File: config.mk
export PLATFORM = sky130hd
export DESIGN_NAME = pc_stack_indirect_addr
export DESIGN_NICKNAME = d
export VERILOG_FILES = /design/src/core/pc_stack_pkg.sv /design/src/core/pc_stack_indirect_addr.sv
export SDC_FILE = /design/constraint.sdc
export NUM_CORES = 1
export LEC_CHECK = 0
export ABC_AREA = 1
export BUFFER_PORTS_ARGS = -buffer_cell sky130_fd_sc_hd__buf_4
export CAP_MARGIN = 20
export CORE_UTILIZATION = 43
export CTS_CLUSTER_DIAMETER = 80
export CTS_CLUSTER_SIZE = 30
export DETAILED_ROUTE_END_ITERATION = 8
export HOLD_SLACK_MARGIN = 0.12
export PLACE_DENSITY = 0.61
export SYNTH_ARGS = -nofsm -noshare
export SYNTH_HDL_FRONTEND = slang
export SYNTH_SLANG_ARGS = --single-unit
File: constraint.sdc
create_clock -name clk_in -period 5.9 [get_ports clk_in]
set_input_delay 1.18 -clock clk_in [delete_from_list [all_inputs] [get_ports clk_in]]
set_output_delay 1.18 -clock clk_in [all_outputs]
set_load 0.005 [all_outputs]
File: src/core/pc_stack_pkg.sv
package pc_stack_pkg;

  // counter and stack geometry
  localparam int unsigned PC_W       = 9;
  localparam logic [8:0]  PC_RESET   = 9'h1ff;  // last program word
  localparam logic [8:0]  PC_ONE     = 9'h001;
  localparam logic [8:0]  HI_MASK    = 9'h0ff;  // narrow stack keeps 7:0

  // data file map (5-bit file address)
  localparam logic [4:0]  FILE_IND   = 5'h00;   // indirect_data_port
  localparam logic [4:0]  FILE_LOW   = 5'h02;   // counter_low_byte
  localparam logic [4:0]  FILE_PTR   = 5'h04;   // indirect_pointer
  localparam logic [2:0]  PTR_FILL   = 3'h7;    // unimplemented bits read high
  localparam logic [4:0]  PTR_RESET  = 5'h00;
  localparam logic [7:0]  ZERO_BYTE  = 8'h00;

  // register bus word offsets (byte addresses)
  localparam logic [4:0]  REG_PTR    = 5'h00;   // indirect_pointer, r/w
  localparam logic [4:0]  REG_PC     = 5'h04;   // program counter, ro
  localparam logic [4:0]  REG_STK1   = 5'h08;   // stack level one, ro
  localparam logic [4:0]  REG_STK2   = 5'h0c;   // stack level two, ro
  localparam logic [4:0]  REG_ACC    = 5'h10;   // accumulator, ro
  localparam logic [4:0]  REG_CFG    = 5'h14;   // bit0 wide stack, r/w
  localparam logic        CFG_RESET  = 1'b1;

  // instruction kinds from the decoder
  typedef enum logic [1:0] {
    OP_SEQ   = 2'h0,
    OP_JUMP  = 2'h1,
    OP_CALL  = 2'h2,
    OP_RETURN = 2'h3
  } op_t;

  // one executed instruction
  typedef struct packed {
    op_t        op;
    logic [8:0] addr;     // jump / call target field
    logic [7:0] literal;  // return_with_literal operand
  } instr_t;

  // data file access from the decoder
  typedef struct packed {
    logic       wr;
    logic [4:0] addr;
    logic [7:0] wdata;
  } file_req_t;

  // bus slave states
  typedef enum logic [1:0] {
    BUS_IDLE = 2'b01,
    BUS_DONE = 2'b10
  } bus_st_t;

endpackage

File: src/core/pc_stack_indirect_addr.sv
// Overview of operation
// RL1: counter advances by one each plain instruction
// RL2: jump loads all nine counter bits
// RL3: call or low-byte write clears bit 8
// RL4: low-byte file location aliases counter bits 7:0
// RL5: reset sets all ones, then wraps zero
// RL6: two stack entries, eight or nine bits
// RL7: call shifts level one down, pushes return
// RL8: return pops level one, level two stays
// RL9: return loads literal into accumulator
// RL10: no overflow or underflow flags at all
// RL11: indirect port accesses location held in pointer
// RL12: indirect read with zero pointer returns zero
// RL13: indirect write with zero pointer stores nothing
// RL14: pointer has five bits, locations 00h-1Fh
// RL15: pointer bits 7:5 read back ones
// RL16: pointer ignores high write bits, wraps
`timescale 1ns/1ps
`default_nettype none
module pc_stack_indirect_addr
  import pc_stack_pkg::*;
(
  input  wire logic        clk_in,              // 125 mhz core clock
  input  wire logic        rst_in,              // sync, active high
  input  wire logic        step_in,             // one instruction executes
  input  wire instr_t      instr_in,            // decoded instruction
  input  wire file_req_t   file_in,             // data file access
  output logic      [7:0]  file_rdata_out,      // file read, next cycle
  output logic      [8:0]  pc_out,              // program counter
  output logic      [7:0]  acc_out,             // working accumulator
  input  wire logic [4:0]  avs_address_in,      // byte address
  input  wire logic        avs_read_in,
  input  wire logic        avs_write_in,
  input  wire logic [31:0] avs_writedata_in,
  input  wire logic [3:0]  avs_byteenable_in,
  output logic      [31:0] avs_readdata_out,
  output logic             avs_waitrequest_out
);

  logic [8:0]  pc;                 // program counter
  logic [8:0]  stk1;               // stack level one
  logic [8:0]  stk2;               // stack level two
  logic [7:0]  acc;                // accumulator
  logic [4:0]  ptr;                // indirect_pointer, five bits
  logic        wide;               // nine-bit stack variant
  logic [7:0]  ram [0:31];         // data file cells
  logic [7:0]  rdata;              // registered file read
  bus_st_t     bus_st;             // bus slave state
  logic [31:0] rd_word;            // registered bus read
  logic [4:0]  eff;                // effective file address
  logic        wr_go;              // file write this step
  logic        low_wr;             // computed jump
  logic        ptr_wr;             // pointer written by file
  logic        bus_take;           // bus request accepted
  logic        bus_wr;             // bus write accepted
  logic [8:0]  next_pc;            // counter for this step
  logic [8:0]  ret_addr;           // pushed return address

  // resolve an indirect address through the pointer
  function automatic logic [4:0] resolve(input logic [4:0] a, input logic [4:0] p);
    resolve = (a == FILE_IND) ? p : a; // RL11
  endfunction

  // trim a return address to the stack width
  function automatic logic [8:0] trim(input logic [8:0] a, input logic w);
    trim = w ? a : (a & HI_MASK); // RL6
  endfunction

  // file write decode, qualified by the step strobe
  always_comb begin
    eff    = resolve(file_in.addr, ptr);
    wr_go  = step_in && file_in.wr && (eff != FILE_IND); // RL13
    // a write landing on the low byte is a computed jump
    low_wr = wr_go && (eff == FILE_LOW);
    // a write landing on the pointer reloads it
    ptr_wr = wr_go && (eff == FILE_PTR);
  end

  // next counter value, low-byte write wins over branch
  always_comb begin
    ret_addr = trim(pc + PC_ONE, wide);
    // return address always formed from the old counter
    // low-byte write overrides whatever the opcode says
    if (low_wr) begin
      next_pc = {1'b0, file_in.wdata}; // RL3 RL4
    end else begin
      case (instr_in.op)
        OP_JUMP:  next_pc = instr_in.addr; // RL2
        OP_CALL:  next_pc = {1'b0, instr_in.addr[7:0]}; // RL3
        OP_RETURN: next_pc = stk1; // RL8
        // plain step, wraps from all ones to zero
        default:  next_pc = pc + PC_ONE; // RL1 RL5
      endcase
    end
  end

  // program counter
  always_ff @(posedge clk_in) begin
    if (rst_in) begin
      pc <= PC_RESET; // RL5
    end else if (step_in) begin
      pc <= next_pc;
    end
  end

  // two-level return stack, no overflow tracking
  always_ff @(posedge clk_in) begin
    if (rst_in) begin
      stk1 <= '0;
      stk2 <= '0;
    end else if (step_in && !low_wr && instr_in.op == OP_CALL) begin
      // push: oldest entry falls off silently
      stk2 <= stk1; // RL7 RL10
      stk1 <= ret_addr; // RL7
    end else if (step_in && !low_wr && instr_in.op == OP_RETURN) begin
      // pop: level two is copied up and also kept
      stk1 <= stk2; // RL8
    end
  end

  // accumulator takes the returned literal
  always_ff @(posedge clk_in) begin
    if (rst_in) begin
      acc <= ZERO_BYTE;
    end else if (step_in && instr_in.op == OP_RETURN) begin
      // literal loads even when a low-byte write redirects
      acc <= instr_in.literal; // RL9
    end
  end

  // pointer: file write beats bus write, high bits dropped
  always_ff @(posedge clk_in) begin
    if (rst_in) begin
      ptr <= PTR_RESET;
    end else if (ptr_wr) begin
      ptr <= file_in.wdata[4:0]; // RL14 RL16
    end else if (bus_wr && avs_address_in == REG_PTR && avs_byteenable_in[0]) begin
      ptr <= avs_writedata_in[4:0]; // RL16
    end
  end

  // stack width configuration
  always_ff @(posedge clk_in) begin
    if (rst_in) begin
      wide <= CFG_RESET;
    end else if (bus_wr && avs_address_in == REG_CFG && avs_byteenable_in[0]) begin
      wide <= avs_writedata_in[0];
    end
  end

  // plain data cells, one per file location
  genvar gi;
  generate
    for (gi = 0; gi < 32; gi++) begin : g_cell
      always_ff @(posedge clk_in) begin
        // special locations keep their own storage elsewhere
        if (wr_go && eff == 5'(gi) && eff != FILE_LOW && eff != FILE_PTR) begin
          ram[gi] <= file_in.wdata; // RL11
        end
      end
    end
  endgenerate

  // file read, special locations first
  always_ff @(posedge clk_in) begin
    if (rst_in) begin
      rdata <= ZERO_BYTE;
    end else if (eff == FILE_IND) begin
      rdata <= ZERO_BYTE; // RL12
    end else if (eff == FILE_LOW) begin
      // low byte reads back the live counter
      rdata <= pc[7:0]; // RL4
    end else if (eff == FILE_PTR) begin
      rdata <= {PTR_FILL, ptr}; // RL15
    end else begin
      rdata <= ram[eff];
    end
  end

  // bus slave: one wait cycle, answer on the second
  always_comb begin
    bus_take = (avs_read_in || avs_write_in) && (bus_st == BUS_IDLE);
    bus_wr   = avs_write_in && (bus_st == BUS_DONE);
    avs_waitrequest_out = (avs_read_in || avs_write_in) && (bus_st != BUS_DONE);
  end

  // bus state
  always_ff @(posedge clk_in) begin
    if (rst_in) begin
      bus_st <= BUS_IDLE;
    end else begin
      case (bus_st)
        BUS_IDLE: bus_st <= bus_take ? BUS_DONE : BUS_IDLE;
        BUS_DONE: bus_st <= BUS_IDLE;
        default:  bus_st <= BUS_IDLE;
      endcase
    end
  end

  // read word captured while waitrequest is high
  always_ff @(posedge clk_in) begin
    if (rst_in) begin
      rd_word <= '0;
    end else if (bus_take && avs_read_in) begin
      case (avs_address_in)
        REG_PTR:  rd_word <= {24'h000000, PTR_FILL, ptr}; // RL15
        REG_PC:   rd_word <= {23'h000000, pc};
        REG_STK1: rd_word <= {23'h000000, stk1};
        REG_STK2: rd_word <= {23'h000000, stk2};
        REG_ACC:  rd_word <= {24'h000000, acc};
        REG_CFG:  rd_word <= {31'h00000000, wide};
        default:  rd_word <= '0; // unmapped reads zero
      endcase
    end
  end

  // outputs
  assign pc_out           = pc;
  assign acc_out          = acc;
  assign file_rdata_out   = rdata;
  assign avs_readdata_out = rd_word;
endmodule
`default_nettype wire

==> results.sh, run 1 <==
export IMPL_clkSlewWorstSetupHoldPaths_ns=0.10
export IMPL_worstPathRequired_ns=6.06
export IMPL_cts_root_buf="clkbuf_16"
export IMPL_via_per_inst=5.05
export IMPL_startpoint="file_in[9]"
export IMPL_totalWireLength_um=36300
export IMPL_timing_rr_start="ptr[0]"
export IMPL_rsz0062_at_grt="no"
export IMPL_drt_iter0_drc=868
export IMPL_synth_top_cell_area_share_pct=53.6
export IMPL_cts_tree="built"
export IMPL_slew_violations=0
export IMPL_final_setup_tns_ns=0
export IMPL_num_rows=66
export IMPL_antenna_left=0
export IMPL_fmax_mhz=260
export IMPL_ys_warn_count=0
export IMPL_antenna_found_initial=0
export IMPL_p_leak_nw=6.67
export IMPL_status="finished, final reports clean"
export IMPL_async_flop_share_pct=0
export IMPL_preCtsSetupSlack_ns=1.58
export IMPL_first_global_vias=9509
export IMPL_cp_start_kind="primary input"
export IMPL_die_h_um=184
export IMPL_critical_path_class="in2reg"
export IMPL_seq_area_frac_synth_pct=62.0
export IMPL_synthDistinctLibCells=47
export IMPL_coreArea_mm2=0.0326
export IMPL_grt_usage_pct=21.6
export IMPL_cp_cell_sequence="buf_4 -> nor2_4 -> nand4_4 -> buf_4 -> nand2_4 -> nor2_2 -> nand3_1 -> nand2_2 -> nor2_1 -> nand2_1 -> nor2_1"
export IMPL_syn_to_final_growth_pct=11.3
export IMPL_yosysTopAreaCell="edfxtp_1"
export IMPL_drc=0
export IMPL_vias=10400
export IMPL_dp_cells=2033
export IMPL_crit_slowest_cell="nor2_1"
export IMPL_antennaDiodeCount=0
export IMPL_worstReg2RegEnd="ram[15][3]"
export IMPL_min_from="avs_readdata_out[3]"
export IMPL_cts_sinks=315
export IMPL_arrival_ns=4.00
export IMPL_fin_crit_sh_pct=65.1
export IMPL_crit_path_end_kind="flip-flop"
export IMPL_finalHoldViolCount=0
export IMPL_fin_cells=2064
export IMPL_hold_path_depth=2
export IMPL_die_w_um=184
export IMPL_clock_path_buffers=3
export IMPL_skew_ns=0.0350
export IMPL_htreeDepth=1
export IMPL_critPathCapture="ram[15][3]"
export IMPL_peakVddDrop_v=0.000267
export IMPL_dieArea_mm2=0.0339
export IMPL_drt_pre_antenna_iters=5
export IMPL_syn_cell_area_mm2=0.0143
export IMPL_layout_nets=1691
export IMPL_synthCells=1538
export IMPL_port_buffers=83
export IMPL_ctsHoldBuffers=0
export IMPL_final_layout_size_suffix_gt1_share_pct=10.2
export IMPL_fin_util_pct=48.7
export IMPL_grt_pass1_wl_um=55300
export IMPL_synth_area_per_cell_um2=9.28
export IMPL_power_w=0.00434
export IMPL_critPathMaxStageDelay_ns=0.76
export IMPL_post_cts_setup_buffer_count=0
export IMPL_finalCriticalPeriod_ns=3.84
export IMPL_r2r_setup_slack_ns=2.45
export IMPL_synthFlopType="edfxtp_1"
export IMPL_ys_ff_latch=315
export IMPL_tightest_slew_ns=1.02
export IMPL_grt_max_degree=95
export IMPL_max_cap_violations=0
export IMPL_cts_buffers=18
export IMPL_wl_per_cell_um=17.6
export IMPL_cellPowerDensity_mw_per_mm2=273
export IMPL_start_util_pct=43.8
export IMPL_place_congestion=0.893
export IMPL_max_slew_margin_pct=32.1
export IMPL_synth_edf_count=255
export IMPL_yosys_top_cells_area="edfxtp_1 54%, nand2_1 19%, dfxtp_1 8.4%, nand3_1 2.5%, nor2_1 2.1%"
export IMPL_worstSkewPairLatency_ns=0.56
export IMPL_crit_fanout=37
export IMPL_holdCritPathClass="reg2reg"
export IMPL_hpwl_um=22900
export IMPL_setup_violations_final=0
export IMPL_overflow=0
export IMPL_rr_worst_depth=9
export IMPL_ios=137
export IMPL_ctsResizeCount=0
export IMPL_fin_ws_ns=2.06
-- cells in the final DEF (no fill, tap or decap), types with 5 or more instances in the layout --
master / count
a211oi_1: 5
clkbuf_16: 18
mux2i_1: 5
buf_4: 94
o21ai_1: 5
nand4_1: 12
nor3_1: 5
inv_12: 5
nand3_1: 72
clkinv_1: 5
nor2_1: 80
o21ai_0: 42
o211ai_1: 7
conb_1: 46
nand2_2: 6
xor2_1: 5
inv_1: 67
dfxtp_1: 60
a21oi_2: 9
nand2_1: 709
edfxtp_1: 255
a21oi_1: 56
-- layout make-up --
cell class              instances  area [um2]
clock buffers                  18         450
clock inverters                13         194
fillers                      3020       16700
inverters                      75         284
multi-input cells            1104        4800
flip-flops and latches        315        8860
well taps                     442         553
repair buffers                 97         751
-- logic make-up (layout without fill, tap and decap cells) --
group | after synthesis | count (layout) | share of synthesized area, %
AND/OR/NAND/NOR | 902 | 902 | 25.7
flip-flops | 315 | 315 | 62.0
buffers and inverters | 164 | 203 | 5.53
AO/OA/AOI/OAI | 143 | 143 | 5.85
XOR/XNOR | 7 | 7 | 0.429
multiplexers | 5 | 5 | 0.351
adder cells (fa/ha/maj) | 1 | 1 | 0.0876
other | 1 | 46 | 0.0263
-- worst max-delay path, delay by kind of cell --
kind / cells / cell delay, ns
simple gates: 9 / 2.37
buf+inv: 2 / 0.43
-- per-layer routing --
layer,vias to the layer above,wire length [um],track usage [%]
li1,5143,-,-
met1,4891,16500,30.7
met4,0,1040,6.70
met2,342,16700,34.2
met5,-,0,0
met3,53,2100,2.98
-- sequential cells by signal, indices dropped and copies added (netlist names) --
signal / flops
pc_out: 9
acc_out: 8
wide: 1
avs_readdata_out: 9
bus_st: 2
file_rdata_out: 8
stk1: 9
ptr: 5
stk2: 9
ram: 255
-- synthesized netlist by cell type, drive strengths merged, types with 7 or more instances --
| cell | count |
|---|---|
| nor2 | 89 |
| a21oi | 65 |
| nand3 | 76 |
| o21ai | 48 |
| inv | 70 |
| nand4 | 14 |
| clkbuf | 26 |
| edfxtp | 255 |
| o211ai | 7 |
| dfxtp | 60 |
| buf | 63 |
| nand2 | 716 |
-- power breakdown --
group | switching (W) | leakage, nW | internal, W
registers | 0.0000256 | 2.80 | 0.00244
logic | 0.000295 | 3.56 | 0.000129
clock network | 0.000828 | 0.304 | 0.000627
total | 0.00115 | 6.67 | 0.00319
-- per-stage QoR --
stage	instance area, um2	hold slack [ns]
4_1_cts	15900	0.475
3_3_place_gp	15200	0.456
2_1_floorplan	14400	0.460
6_report	15900	0.473
5_1_grt	15900	0.496
3_5_place_dp	15200	0.460
-- how the worst min path moves through the flow --
stage                     slack (ns)             endpoint
final                           0.47  avs_readdata_out[3]
after global routing            0.50  avs_readdata_out[3]
after CTS                       0.48  avs_readdata_out[3]
after detailed placement        0.46  avs_readdata_out[3]
after global placement          0.46  avs_readdata_out[5]
after floorplan                 0.46           acc_out[7]
Note: power is estimated with default switching activity, not from simulation.
==> run 2, diff against run 1 <==
clock period = 3.6 ns   (was 5.9 ns; I/O delays follow)
==> run 2 against run 1 <==
Effect of this change: final cell count is 1.7% higher; routed wire length is 0.62% higher; via count is 1.1% higher; global-route usage is 0.34 points higher; sequential share of layout area is 1.0 points lower; clock skew is 0.00075 ns lower.
==> results.sh, run 2 (synthesized netlist as in run 1, its figures left out) <==
export IMPL_finalHoldViolCount=0
export IMPL_cp_start_kind="flip-flop"
export IMPL_drc=0
export IMPL_p_leak_nw=6.87
export IMPL_cts_root_buf="clkbuf_16"
export IMPL_power_frac_clock_pct=34.0
export IMPL_rsz0062_at_grt="no"
export IMPL_p_sw_w=0.00187
export IMPL_met1_usage_pct=31.3
export IMPL_fill_cells=3012
export IMPL_grt_usage_pct=21.9
export IMPL_largest_reg_flops=255
export IMPL_fin_crit_sh_pct=76.0
export IMPL_post_cts_setup_buffer_count=0
export IMPL_status="finished, final reports clean"
export IMPL_place_congestion=0.878
export IMPL_skew_ns=0.0343
export IMPL_crit_fanout=42
export IMPL_critical_path_class="reg2reg"
export IMPL_antenna_left=0
export IMPL_drt_pre_antenna_iters=5
export IMPL_vias=10500
export IMPL_via_per_inst=5.02
export IMPL_cts_buffers=18
export IMPL_fin_cells=2099
export IMPL_die_h_um=184
export IMPL_finalCriticalPeriod_ns=2.73
export IMPL_clkSlewWorstSetupHoldPaths_ns=0.11
export IMPL_arrival_ns=3.17
export IMPL_coreArea_mm2=0.0326
export IMPL_seq_power_share_pct=56.2
export IMPL_grt_max_degree=86
export IMPL_dieArea_mm2=0.0339
export IMPL_use_met3_pct=2.39
export IMPL_ios=137
export IMPL_ctsHoldBuffers=0
export IMPL_cellPowerDensity_mw_per_mm2=444
export IMPL_num_rows=66
export IMPL_max_cap_violations=0
export IMPL_mostFrequentLayoutCell="nand2_1"
export IMPL_fmax_mhz=366
export IMPL_antenna_found_initial=0
export IMPL_max_slew_margin_pct=44.7
export IMPL_start_util_pct=43.8
export IMPL_crit_path_end_kind="flip-flop"
export IMPL_largest_register="ram"
export IMPL_ctsResizeCount=0
export IMPL_switching_share_pct=26.0
export IMPL_use_met2_pct=35.5
export IMPL_intPower_w=0.00532
export IMPL_hpwl_um=23500
export IMPL_grt_pass1_wl_um=56700
export IMPL_die_w_um=184
export IMPL_dp_cells=2067
export IMPL_first_global_vias=9884
export IMPL_final_setup_tns_ns=0
export IMPL_holdCritPathClass="in2reg"
export IMPL_final_layout_size_suffix_gt1_share_pct=11.9
export IMPL_htreeDepth=1
export IMPL_final_cell_mix="709 x nand2_1, 255 x edfxtp_1, 127 x buf_4"
export IMPL_peakVddDrop_v=0.000424
export IMPL_port_buffers=83
export IMPL_top_usage_layer="met2"
export IMPL_overflow=0
export IMPL_worstPathRequired_ns=4.04
export IMPL_combPwrFrac_pct=9.9
export IMPL_layout_nets=1725
export IMPL_wl_per_cell_um=17.4
export IMPL_slew_violations=0
export IMPL_syn_to_final_growth_pct=13.4
export IMPL_cts_sinks=315
export IMPL_fin_util_pct=49.6
export IMPL_worstSkewPairLatency_ns=0.54
export IMPL_setup_violations_final=0
export IMPL_r2r_setup_slack_ns=0.87
export IMPL_drt_iter0_drc=808
export IMPL_cts_tree="built"
export IMPL_antennaDiodeCount=0
export IMPL_tightest_slew_ns=0.830
export IMPL_clock_path_buffers=3
export IMPL_totalWireLength_um=36500
-- run 2: through the flow --
stage / hold WS [ns] / setup WS [ns] / power, W / cell area, um2
2_1_floorplan: 0.460 / 0.783 / 0.00454 / 14400
3_3_place_gp: 0.455 / 0.446 / 0.00482 / 15500
3_5_place_dp: 0.459 / 0.439 / 0.00483 / 15500
5_1_grt: 0.429 / 0.716 / 0.00745 / 16200
4_1_cts: 0.396 / 0.922 / 0.00724 / 16200
6_report: 0.413 / 0.865 / 0.00719 / 16200
-- run 2: worst max-delay path, cell delays in order (launching register included) --
cell and delay [ns]:
dfxtp_1 0.57, inv_1 0.10, nand4_2 0.24, nand2_2 0.23
buf_12 0.26, buf_12 0.18, nand2_1 0.06, nand2_1 0.04
nand2_1 0.05, nand2_1 0.12, nand2_1 0.08, nand2_1 0.08
o21ai_0 0.25, nand3_1 0.15, nand2_1 0.14, inv_1 0.06
-- run 2: worst paths after layout --
path | start | end | cells past startpoint
worst max register to register | ptr[0] | file_rdata_out[0] | 15
worst min-delay path | avs_writedata_in[0] | wide | 3
worst min register to register | avs_readdata_out[4] | avs_readdata_out[4] | 2
worst max-delay path | ptr[0] | file_rdata_out[0] | 15
-- run 2: routing by layer --
metal	part of all wire [%]	up-vias
met4	2.5	0
met2	47	315
met3	5.3	52
li1	-	5211
met1	45	4968
met5	0	-
-- run 2: power groups by stage --
stage               registers (W)  clock network, W  logic (W)
floorplan                 0.00411                 0   0.000430
global placement          0.00412                 0   0.000702
CTS                       0.00404           0.00249   0.000710
global route              0.00404           0.00262   0.000792
detailed placement        0.00412                 0   0.000707
finish                    0.00404           0.00244   0.000709
-- run 2: area by class of cell --
cell class	instances	area, um2	share of cell area, %
Clock buffer	20	500	3.09
Multi-Input combinational cell	1104	4800	29.7
Inverter	75	284	1.75
Sequential cell	315	8860	54.7
Clock inverter	12	159	0.982
Tap cell	442	553	3.42
Timing Repair Buffer	131	1030	6.38
==> run 3, diff against run 2 <==
ABC_AREA = 0   (was 1)
clock period = 2.8 ns   (was 3.6 ns; I/O delays follow)
==> run 3 against run 2 <==
Effect of this change: sequential power is 26% higher; utilization is 2.9 points higher; setup slack worse by 0.60 ns; first-iteration DRC count is 7.1% higher; routed wire length is 4.4% lower; die area is 7.0% lower; critical path depth is 8 lower; fmax is 8.0% higher; clock power is 14% higher; non-clock buffer count is 70 higher; total power is 22% higher.
==> results.sh, run 3 <==
export IMPL_grt_max_degree=54
export IMPL_synth_adder_area_share_pct=0.0943
export IMPL_yosys_top_cells_area="edfxtp_1 56%, dfxtp_1 9.1%, mux2i_1 6.7%, mux4_2 3.7%, nor2_1 2.7%"
export IMPL_crit_fanout=7
export IMPL_ys_warn_count=0
export IMPL_ctsResizeCount=0
export IMPL_finalCriticalPeriod_ns=2.53
export IMPL_overflow=0
export IMPL_final_setup_tns_ns=0
export IMPL_crit_path_end_kind="flip-flop"
export IMPL_yosys_area_share_simple_pct=8.21
export IMPL_port_buffers=83
export IMPL_arrival_ns=2.95
export IMPL_htreeDepth=1
export IMPL_syn_to_final_growth_pct=18.8
export IMPL_cts_root_buf="clkbuf_16"
export IMPL_worstPathRequired_ns=3.21
export IMPL_max_cap_violations=0
export IMPL_cts_tree="built"
export IMPL_antennaDiodeCount=0
export IMPL_ys_ff_latch=309
export IMPL_fin_crit_sh_pct=90.4
export IMPL_start_util_pct=44.2
export IMPL_via_per_inst=5.64
export IMPL_cts_buffers=16
export IMPL_cts_sinks=309
export IMPL_setup_violations_final=0
export IMPL_hpwl_um=24000
export IMPL_final_layout_size_suffix_gt1_share_pct=23.8
export IMPL_ios=137
export IMPL_holdCritPathClass="in2reg"
export IMPL_ctsHoldBuffers=0
export IMPL_async_flop_share_pct=0
export IMPL_mostFrequentLayoutCell="edfxtp_1"
export IMPL_seq_area_frac_synth_pct=65.4
export IMPL_layout_nets=1248
export IMPL_antenna_found_initial=0
export IMPL_antenna_left=0
export IMPL_synth_common_cells="249 x edfxtp_1, 96 x nor2_1, 89 x mux2i_1, 85 x nand2_1, 60 x dfxtp_1"
export IMPL_num_rows=63
export IMPL_synth_area_per_cell_um2=13.4
export IMPL_dp_cells=1540
export IMPL_critical_path_class="reg2reg"
export IMPL_synth_most_common_cell="edfxtp_1"
export IMPL_synth_mux_area_fraction_pct=11.3
export IMPL_max_slew_margin_pct=42.7
export IMPL_synth_top_family_by_area="multiplexers"
export IMPL_rsz0062_at_grt="no"
export IMPL_drc=0
export IMPL_fin_ws_ns=0.268
export IMPL_synthFlopType="edfxtp_1"
export IMPL_place_congestion=0.906
export IMPL_coreArea_mm2=0.0300
export IMPL_dieArea_mm2=0.0316
export IMPL_peakVddDrop_v=0.000401
export IMPL_p_leak_nw=5.80
export IMPL_syn_cell_area_mm2=0.0133
export IMPL_synth_top_cell_area_share_pct=56.4
export IMPL_wl_per_cell_um=22.3
export IMPL_totalWireLength_um=34900
export IMPL_drt_pre_antenna_iters=5
export IMPL_post_cts_setup_buffer_count=0
export IMPL_die_w_um=178
export IMPL_slew_violations=0
export IMPL_skew_ns=0.0271
export IMPL_synth_compound_area_share_pct=10.7
export IMPL_finalHoldViolCount=0
export IMPL_synth_edf_count=249
export IMPL_synthDistinctLibCells=68
export IMPL_status="finished, final reports clean"
export IMPL_synth_xor_area_share_pct=0.462
export IMPL_fin_cells=1568
export IMPL_cp_start_kind="flip-flop"
export IMPL_final_cell_mix="249 x edfxtp_1, 187 x buf_4, 90 x nor2_1"
export IMPL_synthCells=988
export IMPL_first_global_vias=8486
export IMPL_grt_pass1_wl_um=52400
export IMPL_cellPowerDensity_mw_per_mm2=555
export IMPL_yosysTopAreaCell="edfxtp_1"
export IMPL_clock_path_buffers=3
export IMPL_clkSlewWorstSetupHoldPaths_ns=0.12
export IMPL_vias=8845
export IMPL_fmax_mhz=395
export IMPL_grt_usage_pct=22.6
export IMPL_holdWs_ns=0.275
export IMPL_worstSkewPairLatency_ns=0.53
export IMPL_largest_reg_flops=249
export IMPL_fill_cells=2576
export IMPL_drt_iter0_drc=865
export IMPL_largest_register="ram"
export IMPL_preCtsSetupSlack_ns=-0.138
export IMPL_tightest_slew_ns=0.856
export IMPL_die_h_um=178
[run 3: cell families after synthesis]
| logic type | after synthesis |
|---|---|
| flops | 309 |
| simple gates | 248 |
| compound gates | 214 |
| mux | 120 |
| buf+inv | 88 |
| xor+xnor | 7 |
| fa+ha+maj | 1 |
| other cells | 1 |
[run 3: path summary, 6_finish.rpt]
check | start | end | slack, ns | cells after the start
worst min register to register | stk1[3] | stk1[3] | 0.49 | 2
worst max-delay path | ptr[3] | file_rdata_out[4] | 0.27 | 7
worst min-delay path | avs_writedata_in[0] | wide | 0.27 | 2
worst max register to register | ptr[3] | file_rdata_out[4] | 0.27 | 7
[run 3: layout make-up]
class                   instances  area [um2]  area share [%]
clock buffers                  20         447            2.83
well taps                     390         488            3.09
multi-input cells             630        4340            27.5
repair buffers                201        1680            10.7
flip-flops and latches        309        8680            55.0
clock inverters                 8        96.3           0.611
inverters                      10        37.5           0.238
[run 3: metal layers]
metal | up-vias | global-route usage, % | share of wire [%]
met4 | 0 | 6.59 | 2.9
met3 | 50 | 2.78 | 5.8
li1 | 4068 | - | -
met2 | 317 | 36.5 | 46
met1 | 4410 | 31.9 | 45
met5 | - | 0 | 0
[run 3: stage by stage]
stage | total power, W | utilization [%] | area, um2
2_1_floorplan | 0.00565 | - | 13500
3_3_place_gp | 0.00606 | 50.7 | 15200
3_5_place_dp | 0.00607 | 50.7 | 15200
4_1_cts | 0.00882 | 52.5 | 15800
5_1_grt | 0.00902 | 52.5 | 15800
6_report | 0.00875 | 52.5 | 15800
[run 3: worst max-delay path: stages (launching register included)]
cell	delay [ns]
dfxtp_1	0.48
or4b_1	0.51
o21ai_1	0.19
or2_1	0.31
a2111oi_0	0.16
a221o_1	0.37
a21oi_1	0.27
o21bai_1	0.12
[run 3: where the power goes]
group | switching [W] | leakage, nW | internal (W) | total [W]
Clock | 0.00156 | 0.267 | 0.00122 | 0.00278
Sequential | 0.0000627 | 2.74 | 0.00503 | 0.00509
Combinational | 0.000508 | 2.79 | 0.000374 | 0.000881
Total | 0.00213 | 5.80 | 0.00662 | 0.00875
